**config.mk**
```make
export PLATFORM = sky130hd
export DESIGN_NAME = ptm_top
export DESIGN_NICKNAME = d
export VERILOG_FILES = /design/src/hw/ptm_pkg.sv /design/src/hw/ptm_cfg_if.sv /design/src/hw/ptm_counter.sv /design/src/hw/ptm_top.sv
export SDC_FILE = /design/constraint.sdc
export NUM_CORES = 1
export LEC_CHECK = 0
export ABC_AREA = 0
export BUFFER_PORTS_ARGS = -buffer_cell sky130_fd_sc_hd__buf_2
export CAP_MARGIN = 10
export CORE_UTILIZATION = 50
export CTS_CLUSTER_DIAMETER = 120
export CTS_CLUSTER_SIZE = 25
export DETAILED_ROUTE_END_ITERATION = 16
export MAX_ROUTING_LAYER = met4
export PLACE_DENSITY = 0.73
export SYNTH_ARGS = -nofsm -noshare
export SYNTH_HDL_FRONTEND = slang
export SYNTH_SLANG_ARGS = --single-unit
export TNS_END_PERCENT = 1
```
**constraint.sdc**
```tcl
create_clock -name clock -period 4.2 [get_ports clock]
set_clock_uncertainty 0.15 [all_clocks]
set_input_delay 0.42 -clock clock [delete_from_list [all_inputs] [get_ports clock]]
set_output_delay 0.42 -clock clock [all_outputs]
set_load 0.03 [all_outputs]
```
**src/hw/ptm_pkg.sv**
```systemverilog
// Package of the periodic timer: register map, field positions, reset values, modes.
// Assumes an AHB-Lite slave with word-aligned 8-bit registers in the low byte lane.
package ptm_pkg;
  // ===========================================================================
  // Register byte offsets
  localparam logic [7:0] CTRL0_OFS = 8'h00;
  localparam logic [7:0] CTRL1_OFS = 8'h04;
  localparam logic [7:0] CTRL2_OFS = 8'h08;
  localparam logic [7:0] CNTL_OFS = 8'h0C;
  localparam logic [7:0] CNTH_OFS = 8'h10;
  localparam logic [7:0] DUTYL_OFS = 8'h14;
  localparam logic [7:0] DUTYH_OFS = 8'h18;
  localparam logic [7:0] CAPL_OFS = 8'h1C;
  localparam logic [7:0] CAPH_OFS = 8'h20;
  localparam logic [7:0] PERL_OFS = 8'h24;
  localparam logic [7:0] PERH_OFS = 8'h28;
  // ===========================================================================
  // Field positions in control zero and control one
  localparam int PAUSE_BIT = 7;
  localparam int CKSEL_LSB = 4;
  localparam int RUN_BIT = 3;
  localparam int MODE_LSB = 6;
  localparam int PINF_LSB = 4;
  localparam int OINIT_BIT = 3;
  localparam int POL_BIT = 2;
  localparam int CAPSRC_BIT = 1;
  localparam int CCLR_BIT = 0;
  localparam logic [7:0] CTRL0_MASK = 8'hF8;
  localparam logic [7:0] CTRL2_MASK = 8'h07;
  localparam logic [7:0] CTRL_RESET = 8'h00;
  // ===========================================================================
  // Clock dividers
  localparam int SYS_DIV = 4;
  localparam int HDIV_SLOW = 16;
  localparam int HDIV_SLOWER = 64;
  typedef enum logic [1:0] {MODE_CMP, MODE_CAP, MODE_PWM, MODE_TMR} ptm_mode_t;
endpackage

```
**src/hw/ptm_cfg_if.sv**
```systemverilog
// Interface carrying decoded control fields from the register file to the core.
// Assumes both ends run on the same clock.
interface ptm_cfg_if #(parameter int W = 16);
  logic runEn;
  logic pauseEn;
  logic [2:0] clkSel;
  logic [1:0] mode;
  logic [1:0] pinFunc;
  logic initLevel;
  logic polarity;
  logic clearSel;
  logic [W-1:0] period;
  logic [W-1:0] duty;
  logic [W-1:0] count;
  logic outLevel;
  modport regs (output runEn, pauseEn, clkSel, mode, pinFunc, initLevel, polarity,
    clearSel, period, duty, input count, outLevel);
  modport core (input runEn, pauseEn, clkSel, mode, pinFunc, initLevel, polarity,
    clearSel, period, duty, output count, outLevel);
endinterface

```
**src/hw/ptm_counter.sv**
```systemverilog
// Counter core of the periodic timer: clock select, counter, two comparators, pin.
// Assumes external pins are already synchronised by the caller.
module ptm_counter #(
  parameter int W = 16
) (
  input wire logic clock,
  input wire logic rstn,
  input wire logic extPinSync,
  input wire logic subTick,
  input wire logic hTick,
  ptm_cfg_if.core cfg
);
  typedef struct packed {
    logic [W-1:0] cnt;
    logic [5:0] pre;
    logic [5:0] hPre;
    logic extPrev;
    logic runPrev;
    logic outLvl;
    logic pulseDone;
  } ptm_core_t;
  ptm_core_t st_reg;
  ptm_core_t st_next;
  logic tick;
  logic dutyHit;
  logic perHit;
  logic ovf;
  logic clr;

  // ===========================================================================
  // Clock source selection as a count enable
  always_comb
  begin
    unique case (cfg.clkSel)
      3'b000: tick = (st_reg.pre[1:0] == 2'(ptm_pkg::SYS_DIV - 1));
      3'b001: tick = 1'b1;
      3'b010: tick = hTick && (st_reg.hPre[3:0] == 4'(ptm_pkg::HDIV_SLOW - 1));
      3'b011: tick = hTick && (st_reg.hPre == 6'(ptm_pkg::HDIV_SLOWER - 1));
      3'b100, 3'b101: tick = subTick;
      3'b110: tick = extPinSync && !st_reg.extPrev;
      3'b111: tick = !extPinSync && st_reg.extPrev;
    endcase
  end

  // Both comparators see every counter bit
  assign dutyHit = (st_reg.cnt == cfg.duty);
  // A zero period leaves clearing to overflow, else the count would stick at zero
  assign perHit = (st_reg.cnt == cfg.period) && (cfg.period != '0);
  assign ovf = (cfg.period == '0) && (&st_reg.cnt);
  // PWM and capture always clear on period; otherwise the select bit decides
  assign clr = (cfg.clearSel && cfg.mode != 2'b10 && cfg.mode != 2'b01) ? dutyHit :
    (perHit || ovf);

  // ===========================================================================
  // Next state
  always_comb
  begin
    st_next = st_reg;
    st_next.pre = st_reg.pre + 6'd1;
    if (hTick)
      st_next.hPre = st_reg.hPre + 6'd1;
    st_next.extPrev = extPinSync;
    st_next.runPrev = cfg.runEn;
    if (cfg.runEn && !st_reg.runPrev)
    begin
      st_next.cnt = '0;
      st_next.pulseDone = 1'b0;
      st_next.outLvl = cfg.initLevel;
    end
    else if (cfg.runEn && !cfg.pauseEn && tick)
    begin
      st_next.cnt = clr ? '0 : st_reg.cnt + 1'b1;
      if (cfg.mode == 2'b00 && dutyHit)
      begin
        unique case (cfg.pinFunc)
          2'b00: st_next.outLvl = st_reg.outLvl;
          2'b01: st_next.outLvl = 1'b0;
          2'b10: st_next.outLvl = 1'b1;
          2'b11: st_next.outLvl = !st_reg.outLvl;
        endcase
      end
      else if (cfg.mode == 2'b10)
      begin
        unique case (cfg.pinFunc)
          2'b00: st_next.outLvl = !cfg.initLevel;
          2'b01: st_next.outLvl = cfg.initLevel;
          2'b10: st_next.outLvl = (clr || (st_reg.cnt + 1'b1) < cfg.duty) ?
            (cfg.duty != '0) == cfg.initLevel : st_reg.outLvl ^ dutyHit;
          2'b11:
          begin
            if (dutyHit && !st_reg.pulseDone)
            begin
              st_next.outLvl = !cfg.initLevel;
              st_next.pulseDone = 1'b1;
            end
          end
        endcase
      end
    end
  end

  always_ff @(posedge clock or negedge rstn)
  begin
    if (!rstn)
      st_reg <= '0;
    else
      st_reg <= st_next;
  end

  assign cfg.count = st_reg.cnt;
  assign cfg.outLevel = st_reg.outLvl;

  // ===========================================================================
  // Checks
  runrise_clear_a: assert property (@(posedge clock) disable iff (!rstn)
    $rose(cfg.runEn) |=> st_reg.cnt == '0) else $error("count not cleared on run");
  pause_hold_a: assert property (@(posedge clock) disable iff (!rstn)
    cfg.pauseEn && $past(cfg.pauseEn) && cfg.runEn && $past(cfg.runEn) |->
    $stable(st_reg.cnt)) else $error("count moved while paused");
  off_hold_a: assert property (@(posedge clock) disable iff (!rstn)
    !cfg.runEn && !$past(cfg.runEn) |-> $stable(st_reg.cnt))
    else $error("count moved while off");
  init_level_a: assert property (@(posedge clock) disable iff (!rstn)
    $rose(cfg.runEn) |=> st_reg.outLvl == $past(cfg.initLevel))
    else $error("pin not reset on run");
  match_clear_a: assert property (@(posedge clock) disable iff (!rstn)
    cfg.runEn && st_reg.runPrev && !cfg.pauseEn && tick && clr |=> st_reg.cnt == '0)
    else $error("count not cleared on match");
  sys_count_a: assert property (@(posedge clock) disable iff (!rstn)
    cfg.runEn && st_reg.runPrev && !cfg.pauseEn && cfg.clkSel == 3'b001 && !clr |=>
    st_reg.cnt == $past(st_reg.cnt) + 1'b1) else $error("count did not advance");
  toggle_a: assert property (@(posedge clock) disable iff (!rstn)
    cfg.runEn && st_reg.runPrev && !cfg.pauseEn && tick && dutyHit && cfg.mode == 2'b00
    && cfg.pinFunc == 2'b11 |=> st_reg.outLvl != $past(st_reg.outLvl))
    else $error("pin did not toggle");
  clear_cover_c: cover property (@(posedge clock) disable iff (!rstn) tick && clr);
  pause_cover_c: cover property (@(posedge clock) disable iff (!rstn) $fell(cfg.pauseEn));
  ext_cover_c: cover property (@(posedge clock) disable iff (!rstn)
    cfg.clkSel == 3'b110 && tick);
endmodule

```
**src/hw/ptm_top.sv**
```systemverilog
// Periodic timer top: AHB-Lite register file with buffered byte pairs, pin logic.
// Assumes one AHB-Lite master, word transfers, and asynchronous external pins.
module ptm_top #(
  parameter int INSTANCE = 0
) (
  input wire logic clock,
  input wire logic rstn,
  input wire logic hsel,
  input wire logic [31:0] haddr,
  input wire logic [1:0] htrans,
  input wire logic hwrite,
  input wire logic [2:0] hsize,
  input wire logic [31:0] hwdata,
  input wire logic hready,
  output logic [31:0] hrdata,
  output logic hreadyout,
  output logic hresp,
  input wire logic extClockPin,
  input wire logic captureInputPin,
  input wire logic subClockTick,
  input wire logic highClockTick,
  output logic timerOutputPin,
  output logic timerOutputInvertedPin,
  output logic captureEvent
);
  localparam int W = (INSTANCE < 2) ? 16 : 10;
  localparam bit HAS_CAP = (INSTANCE == 0);

  typedef struct packed {
    logic [7:0] ctrl0;
    logic [7:0] ctrl1;
    logic [7:0] ctrl2;
    logic [15:0] duty;
    logic [15:0] period;
    logic [15:0] capt;
    logic [7:0] holdBuf;
    logic [7:0] rdata;
    logic dWr;
    logic dRd;
    logic [7:0] dAddr;
    logic [1:0] extSync;
    logic [1:0] capSync;
    logic capPrev;
    logic outPin;
    logic outPinN;
    logic capEv;
  } ptm_top_t;
  ptm_top_t st_reg;
  ptm_top_t st_next;
  ptm_cfg_if #(.W(W)) cfg ();
  logic [15:0] cnt16;
  logic [7:0] wByte;
  logic capIn;
  logic capRise;
  logic capFall;
  logic capTake;

  // Extends a narrow field to the 16-bit register image
  function automatic logic [15:0] widen(input logic [W-1:0] v);
    widen = 16'(v);
  endfunction

  // Keeps only the implemented bits of a pair
  function automatic logic [15:0] trim(input logic [15:0] v);
    trim = widen(v[W-1:0]);
  endfunction

  assign cnt16 = widen(cfg.count);
  assign wByte = hwdata[7:0];

  // ===========================================================================
  // Decoded controls to the core
  assign cfg.pauseEn = st_reg.ctrl0[ptm_pkg::PAUSE_BIT];
  assign cfg.clkSel = st_reg.ctrl0[ptm_pkg::CKSEL_LSB +: 3];
  assign cfg.runEn = st_reg.ctrl0[ptm_pkg::RUN_BIT];
  assign cfg.mode = st_reg.ctrl1[ptm_pkg::MODE_LSB +: 2];
  assign cfg.pinFunc = st_reg.ctrl1[ptm_pkg::PINF_LSB +: 2];
  assign cfg.initLevel = st_reg.ctrl1[ptm_pkg::OINIT_BIT];
  assign cfg.polarity = st_reg.ctrl1[ptm_pkg::POL_BIT];
  assign cfg.clearSel = st_reg.ctrl1[ptm_pkg::CCLR_BIT];
  assign cfg.period = st_reg.period[W-1:0];
  assign cfg.duty = st_reg.duty[W-1:0];

  ptm_counter #(.W(W)) u_core (
    .clock(clock),
    .rstn(rstn),
    .extPinSync(st_reg.extSync[1]),
    .subTick(subClockTick),
    .hTick(highClockTick),
    .cfg(cfg)
  );

  // ===========================================================================
  // Capture edge detection, only past the second synchroniser stage
  assign capIn = st_reg.ctrl1[ptm_pkg::CAPSRC_BIT] ? st_reg.extSync[1] :
    st_reg.capSync[1];
  assign capRise = capIn && !st_reg.capPrev;
  assign capFall = !capIn && st_reg.capPrev;
  always_comb
  begin
    unique case (cfg.pinFunc)
      2'b00: capTake = capRise;
      2'b01: capTake = capFall;
      2'b10: capTake = capRise || capFall;
      2'b11: capTake = 1'b0;
    endcase
  end

  // ===========================================================================
  // Next state: bus data phase, synchronisers, capture and pin drive
  always_comb
  begin
    st_next = st_reg;
    st_next.extSync = {st_reg.extSync[0], extClockPin};
    st_next.capSync = {st_reg.capSync[0], captureInputPin};
    st_next.capPrev = capIn;
    st_next.capEv = 1'b0;
    st_next.dWr = hsel && hready && htrans[1] && hwrite;
    st_next.dRd = hsel && hready && htrans[1] && !hwrite;
    st_next.dAddr = haddr[7:0];
    // Capture latches the counter into the duty pair, or into the extra pair
    if (cfg.mode == 2'b01 && cfg.runEn && capTake)
    begin
      st_next.capEv = 1'b1;
      if (HAS_CAP && st_reg.ctrl2[2:1] != 2'b00 && capRise)
        st_next.capt = cnt16;
      else
        st_next.duty = cnt16;
    end
    // Writes land in the data phase
    if (st_reg.dWr)
    begin
      unique case (st_reg.dAddr)
        ptm_pkg::CTRL0_OFS: st_next.ctrl0 = wByte & ptm_pkg::CTRL0_MASK;
        ptm_pkg::CTRL1_OFS: st_next.ctrl1 = wByte;
        ptm_pkg::CTRL2_OFS: if (HAS_CAP) st_next.ctrl2 = wByte & ptm_pkg::CTRL2_MASK;
        ptm_pkg::DUTYL_OFS, ptm_pkg::PERL_OFS: st_next.holdBuf = wByte;
        ptm_pkg::CAPL_OFS: if (HAS_CAP) st_next.holdBuf = wByte;
        ptm_pkg::DUTYH_OFS: st_next.duty = trim({wByte, st_reg.holdBuf});
        ptm_pkg::PERH_OFS: st_next.period = trim({wByte, st_reg.holdBuf});
        ptm_pkg::CAPH_OFS: if (HAS_CAP) st_next.capt = {wByte, st_reg.holdBuf};
        default: ; // Counter pair and unmapped addresses ignore writes
      endcase
    end
    // Read data formed in the address phase and registered for the data phase
    st_next.rdata = 8'h00;
    if (hsel && hready && htrans[1] && !hwrite)
    begin
      unique case (haddr[7:0])
        ptm_pkg::CTRL0_OFS: st_next.rdata = st_reg.ctrl0;
        ptm_pkg::CTRL1_OFS: st_next.rdata = st_reg.ctrl1;
        ptm_pkg::CTRL2_OFS: st_next.rdata = st_reg.ctrl2;
        ptm_pkg::CNTL_OFS, ptm_pkg::DUTYL_OFS, ptm_pkg::PERL_OFS:
          st_next.rdata = st_reg.holdBuf;
        ptm_pkg::CAPL_OFS: st_next.rdata = HAS_CAP ? st_reg.holdBuf : 8'h00;
        ptm_pkg::CNTH_OFS:
        begin
          st_next.rdata = cnt16[15:8];
          st_next.holdBuf = cnt16[7:0];
        end
        ptm_pkg::DUTYH_OFS:
        begin
          st_next.rdata = st_reg.duty[15:8];
          st_next.holdBuf = st_reg.duty[7:0];
        end
        ptm_pkg::PERH_OFS:
        begin
          st_next.rdata = st_reg.period[15:8];
          st_next.holdBuf = st_reg.period[7:0];
        end
        ptm_pkg::CAPH_OFS:
        begin
          if (HAS_CAP)
          begin
            st_next.rdata = st_reg.capt[15:8];
            st_next.holdBuf = st_reg.capt[7:0];
          end
        end
        default: st_next.rdata = 8'h00;
      endcase
    end
    // Output pin: held low in timer and capture modes, where the level is left undefined
    st_next.outPin = (cfg.mode == 2'b11 || cfg.mode == 2'b01) ? 1'b0 :
      cfg.outLevel ^ cfg.polarity;
    st_next.outPinN = !st_next.outPin;
  end

  always_ff @(posedge clock or negedge rstn)
  begin
    if (!rstn)
    begin
      st_reg <= '0;
      st_reg.outPinN <= 1'b1; // Complement pin stays the inverse even in reset
    end
    else
      st_reg <= st_next;
  end

  // ===========================================================================
  // Outputs straight from flops; zero wait states, always OKAY
  assign hrdata = {24'h0000_00, st_reg.rdata};
  assign hreadyout = 1'b1;
  assign hresp = 1'b0;
  assign timerOutputPin = st_reg.outPin;
  assign timerOutputInvertedPin = st_reg.outPinN;
  assign captureEvent = st_reg.capEv;

  // ===========================================================================
  // Checks
  ctrl0_low_a: assert property (@(posedge clock) disable iff (!rstn)
    st_reg.ctrl0[2:0] == 3'b000) else $error("control zero low bits set");
  hi_write_a: assert property (@(posedge clock) disable iff (!rstn)
    st_reg.dWr && st_reg.dAddr == ptm_pkg::PERH_OFS |=>
    st_reg.period == trim({$past(hwdata[7:0]), $past(st_reg.holdBuf)}))
    else $error("period pair write wrong");
  lo_write_a: assert property (@(posedge clock) disable iff (!rstn)
    st_reg.dWr && st_reg.dAddr == ptm_pkg::DUTYL_OFS |=> $stable(st_reg.duty))
    else $error("low write touched duty");
  hi_read_a: assert property (@(posedge clock) disable iff (!rstn)
    hsel && hready && htrans[1] && !hwrite && haddr[7:0] == ptm_pkg::PERH_OFS |=>
    st_reg.holdBuf == $past(st_reg.period[7:0])) else $error("buffer not loaded");
  lo_read_a: assert property (@(posedge clock) disable iff (!rstn)
    hsel && hready && htrans[1] && !hwrite && haddr[7:0] == ptm_pkg::CNTL_OFS |=>
    hrdata[7:0] == $past(st_reg.holdBuf)) else $error("low read not buffer");
  cnt_ro_a: assert property (@(posedge clock) disable iff (!rstn)
    st_reg.dWr && st_reg.dAddr == ptm_pkg::CNTH_OFS |=> $stable(st_reg.holdBuf))
    else $error("counter pair took a write");
  comp_pin_a: assert property (@(posedge clock) disable iff (!rstn)
    timerOutputInvertedPin == !timerOutputPin) else $error("pins not inverse");
  rd_cover_c: cover property (@(posedge clock) disable iff (!rstn)
    st_reg.dRd && st_reg.dAddr == ptm_pkg::CNTH_OFS);
  cap_cover_c: cover property (@(posedge clock) disable iff (!rstn) st_reg.capEv);
endmodule

```
==> results by group <==
Run status
  • Outcome: finished, violations left
  • Failing checks: negative hold slack

Route
  • # DRC: 0
  • DR vias/cell: 6.11
  • Vias: 5797
  • Met2 wire len: 8920 um
  • Metal3 WL: 1380 um
  • Max Used Layer: met4
  • ANT nets after route: 0
  • Drt wl/cell: 19.7 um
  • Detailed Routing Iterations Pass 1: 6
  • DR iter-0 viols: 493
  • Overall routed net length: 18700 um
  • Met1 WL: 7740 um

Power
  • Int Power: 2.24 mW
  • P_sw: 899 uW
  • Clock group share of total power: 48.2%
  • Gate power share: 8.9%
  • Reg power frac: 42.9%
  • Power density over cell area: 383 mW/mm^2
  • Switching Fraction: 28.6%
  • Total leakage power: 3.80 nW
  • Max VDD drop: 0.324 mV

Yosys
  • Cell area after synthesis: 0.00726 mm^2
  • Seq/Total Area, Yosys: 43.1%
  • Main combinational cell family by area after synthesis: compound AO/OA/AOI/OAI gates
  • Xor-xnor portion of the synthesized cell area: 6.64%
  • Ys async rst share: 100%
  • Syn avg cell area: 10.1 um^2
  • Simple-gate portion of the synthesized area: 13.8%
  • Mux contribution to synthesized area: 10.5%
  • Post-synth EDFFs: 0
  • Synth Area in Compound Gates: 13.8%
  • Post-synthesis adder-cell area fraction: 4.31%
  • Prevailing post-synth register cell: dfrtp_1
  • Cells after synthesis: 721
  • Yosys reg bits: 125
  • Synth warn: 0
  • Library cells used by synthesis: 65

Floorplan
  • Die Height: 122 um
  • Starting Density: 51.7%
  • Core area: 0.0140 mm^2
  • Row Count: 43
  • Die area: 0.0150 mm^2
  • I/O Pins: 115
  • Die width: 122 um

Worst setup path
  • Reg2reg path depth: 14
  • CP delay by family, top: simple AND/OR/NAND/NOR gates
  • Critical Path End Type: register
  • Crit path max fanout: 6
  • Critical R2R Launch: u_core.cfg.count[1]
  • Most frequent CP cell: ha_1
  • CP peak stage delay: 0.45 ns
  • Crit-path cells: ha_1 -> nand3_4 -> or3_1 -> nor2_1 -> and3_1 -> nand3_1 -> xnor2_1 -> ha_1 -> and4_1 -> a221o_1 -> nor3_1 -> o21ai_0 -> o311ai_0 -> o211ai_1
  • Buf/Inv on CP: 0
  • Arrival time worst endpoint: 3.91 ns
  • CP max-delay cell: or3_1
  • Internal reg-to-reg setup slack: 0.43 ns
  • Worst setup SP type: register
  • Worst path required time: 4.34 ns
  • Critical path class: register to register
  • R2R Path End: u_core.cfg.outLevel

Clock network
  • Clk_lat worst skew: 0.43 ns
  • Clock Path Buffers: 2
  • Post_cts resized: 0
  • CTS Buf Count: 17
  • H-Tree Depth: 4
  • Postcts setup bufs: 0
  • CTS tree: done
  • Clock Pin Slew Worst Setup and Hold Paths: 0.07 ns
  • CTS Sinks: 125
  • Clock root buffer: clkbuf_16

Global route
  • Largest net degree at the start of global routing: 77
  • Grt ovf: 0
  • Vias in the first global route: 5759
  • GRT Overall Usage: 28.3%
  • Initial antenna violation count: 0
  • Global-route wire length before repair: 30700 um

Timing
  • Tmin final: 3.77 ns
  • Total Negative Setup Slacks: 0 ns
  • Final period utilization: 89.7%
  • Hold violation total from the final report: 4
  • RSZ-0062 raised after global routing: false
  • Slew @ Worst Pin: 1.20 ns
  • Final setup viols: 0
  • Highest clock rate: 0.265 GHz
  • Min Hold Slack: -0.00416 ns
  • Worst slew margin: 19.7%
  • Final Max Tran Viols: 0

Cells and area
  • # nets final: 859
  • Diode count: 0
  • P&R area growth vs syn: 12.8%
  • Final Util: 58.3%
  • Layout cells sized above 1: 17.4%
  • Filler cell count: 1141
  • Max reg flops: 40

Job
  • Max cap viols: 0

Placement
  • DP HPWL: 13200 um
  • GPL Wtd Cong: 0.962
  • Port bufs: 36

Min path
  • Hold Crit Class: input port to asynchronous set/reset pin
[cells by family (layout without fill, tap and decap cells)]
logic type,count (synthesis),count (layout)
buf+inv,102,126
flops,125,125
xor+xnor,55,55
other cells,2,26
simple gates,192,192
mux,72,72
compound gates,148,148
fa+ha+maj,25,25
[worst max-delay path by stage]
stage                                   start                  end  slack (ns)  cells after the start
after detailed placement  u_core.cfg.count[1]  u_core.cfg.outLevel        0.47                     14
after CTS                 u_core.cfg.count[1]  u_core.cfg.outLevel        0.44                     14
after global routing      u_core.cfg.count[1]  u_core.cfg.outLevel        0.23                     14
after floorplan           u_core.cfg.count[0]  u_core.cfg.outLevel        0.81                     15
final                     u_core.cfg.count[1]  u_core.cfg.outLevel        0.43                     14
after global placement    u_core.cfg.count[0]  u_core.cfg.outLevel        0.57                     14
[area by class of cell]
class                           count  area, um^2  area share [%]
Timing Repair Buffer               65         418            5.11
Inverter                           29         109            1.33
Clock inverter                     15         193            2.35
Multi-Input combinational cell    518        3680            45.0
Sequential cell                   125        3130            38.2
Clock buffer                       17         425            5.20
Tap cell                          180         225            2.75
[power groups by stage]
| stage | clock network (mW) | registers, mW | logic (mW) |
|---|---|---|---|
| 5_1_grt | 1.58 | 1.35 | 0.315 |
| 2_1_floorplan | 0 | 1.35 | 0.193 |
| 3_3_place_gp | 0 | 1.36 | 0.261 |
| 4_1_cts | 1.53 | 1.34 | 0.279 |
| 3_5_place_dp | 0 | 1.36 | 0.273 |
| 6_report | 1.51 | 1.35 | 0.278 |
[through the flow]
step / setup slack, ns / instances / instance area [um^2] / power, mW
finish: 0.432 / 949 / 8180 / 3.14
CTS: 0.439 / 947 / 8170 / 3.15
global route: 0.233 / 949 / 8180 / 3.25
detailed placement: 0.475 / 908 / 7480 / 1.64
floorplan: 0.805 / 745 / 7350 / 1.54
global placement: 0.573 / 908 / 7480 / 1.62
[cell usage after synthesis (all sizes together) (3+ instances only)]
cell | instances | area share, %
nand2 | 48 | 2.5
nor3 | 21 | 1.4
nor4 | 16 | 1.7
a21o | 7 | 0.72
a31oi | 8 | 0.69
nor3b | 3 | 0.38
o211ai | 3 | 0.31
a22oi | 16 | 1.7
xnor2 | 41 | 4.9
or3 | 3 | 0.26
inv | 29 | 1.5
nand4 | 13 | 1.1
a32o | 6 | 0.83
a222oi | 8 | 1.1
nor2b | 4 | 0.34
nand2b | 7 | 0.64
ha | 25 | 4.3
o21ai | 29 | 2.0
a21oi | 39 | 2.7
clkbuf | 19 | 0.98
a22o | 16 | 1.9
mux2i | 40 | 5.5
dfrtp | 124 | 43
nor2 | 43 | 2.2
buf | 54 | 5.2
xor2 | 14 | 1.7
nand3 | 14 | 1.1
mux2 | 32 | 5.0
and3 | 6 | 0.52
[cells in the final DEF, fill, tap and decap left out, types with 17 or more instances in the layout]
cell type	count
a21oi_1	39
buf_2	36
buf_4	21
clkbuf_16	17
conb_1	26
dfrtp_1	124
ha_1	25
inv_1	29
mux2_2	32
mux2i_1	40
nand2_1	48
nor2_1	43
nor3_1	21
o21ai_0	28
xnor2_1	41
[metal layers]
layer / up-vias / GRT usage, %
met3: 49 / 6.32
met1: 2853 / 35.3
met5: - / -
li1: 2616 / -
met4: 0 / 13.2
met2: 279 / 43.9
[worst register-to-register path, stage by stage (launching register included)]
cell and delay [ns]:
dfrtp_1 0.35, ha_1 0.28, nand3_4 0.14, or3_1 0.45, nor2_1 0.23, and3_1 0.21
nand3_1 0.10, xnor2_1 0.24, ha_1 0.30, and4_1 0.20, a221o_1 0.31, nor3_1 0.29
o21ai_0 0.12, o311ai_0 0.13, o211ai_1 0.13
[repair_timing]
action,4_1_cts,5_1_grt
setup endpoints to repair,0,0
endpoints found under the hold margin,7,1
hold buffers,7,1
(Power assumes the default switching activity.)
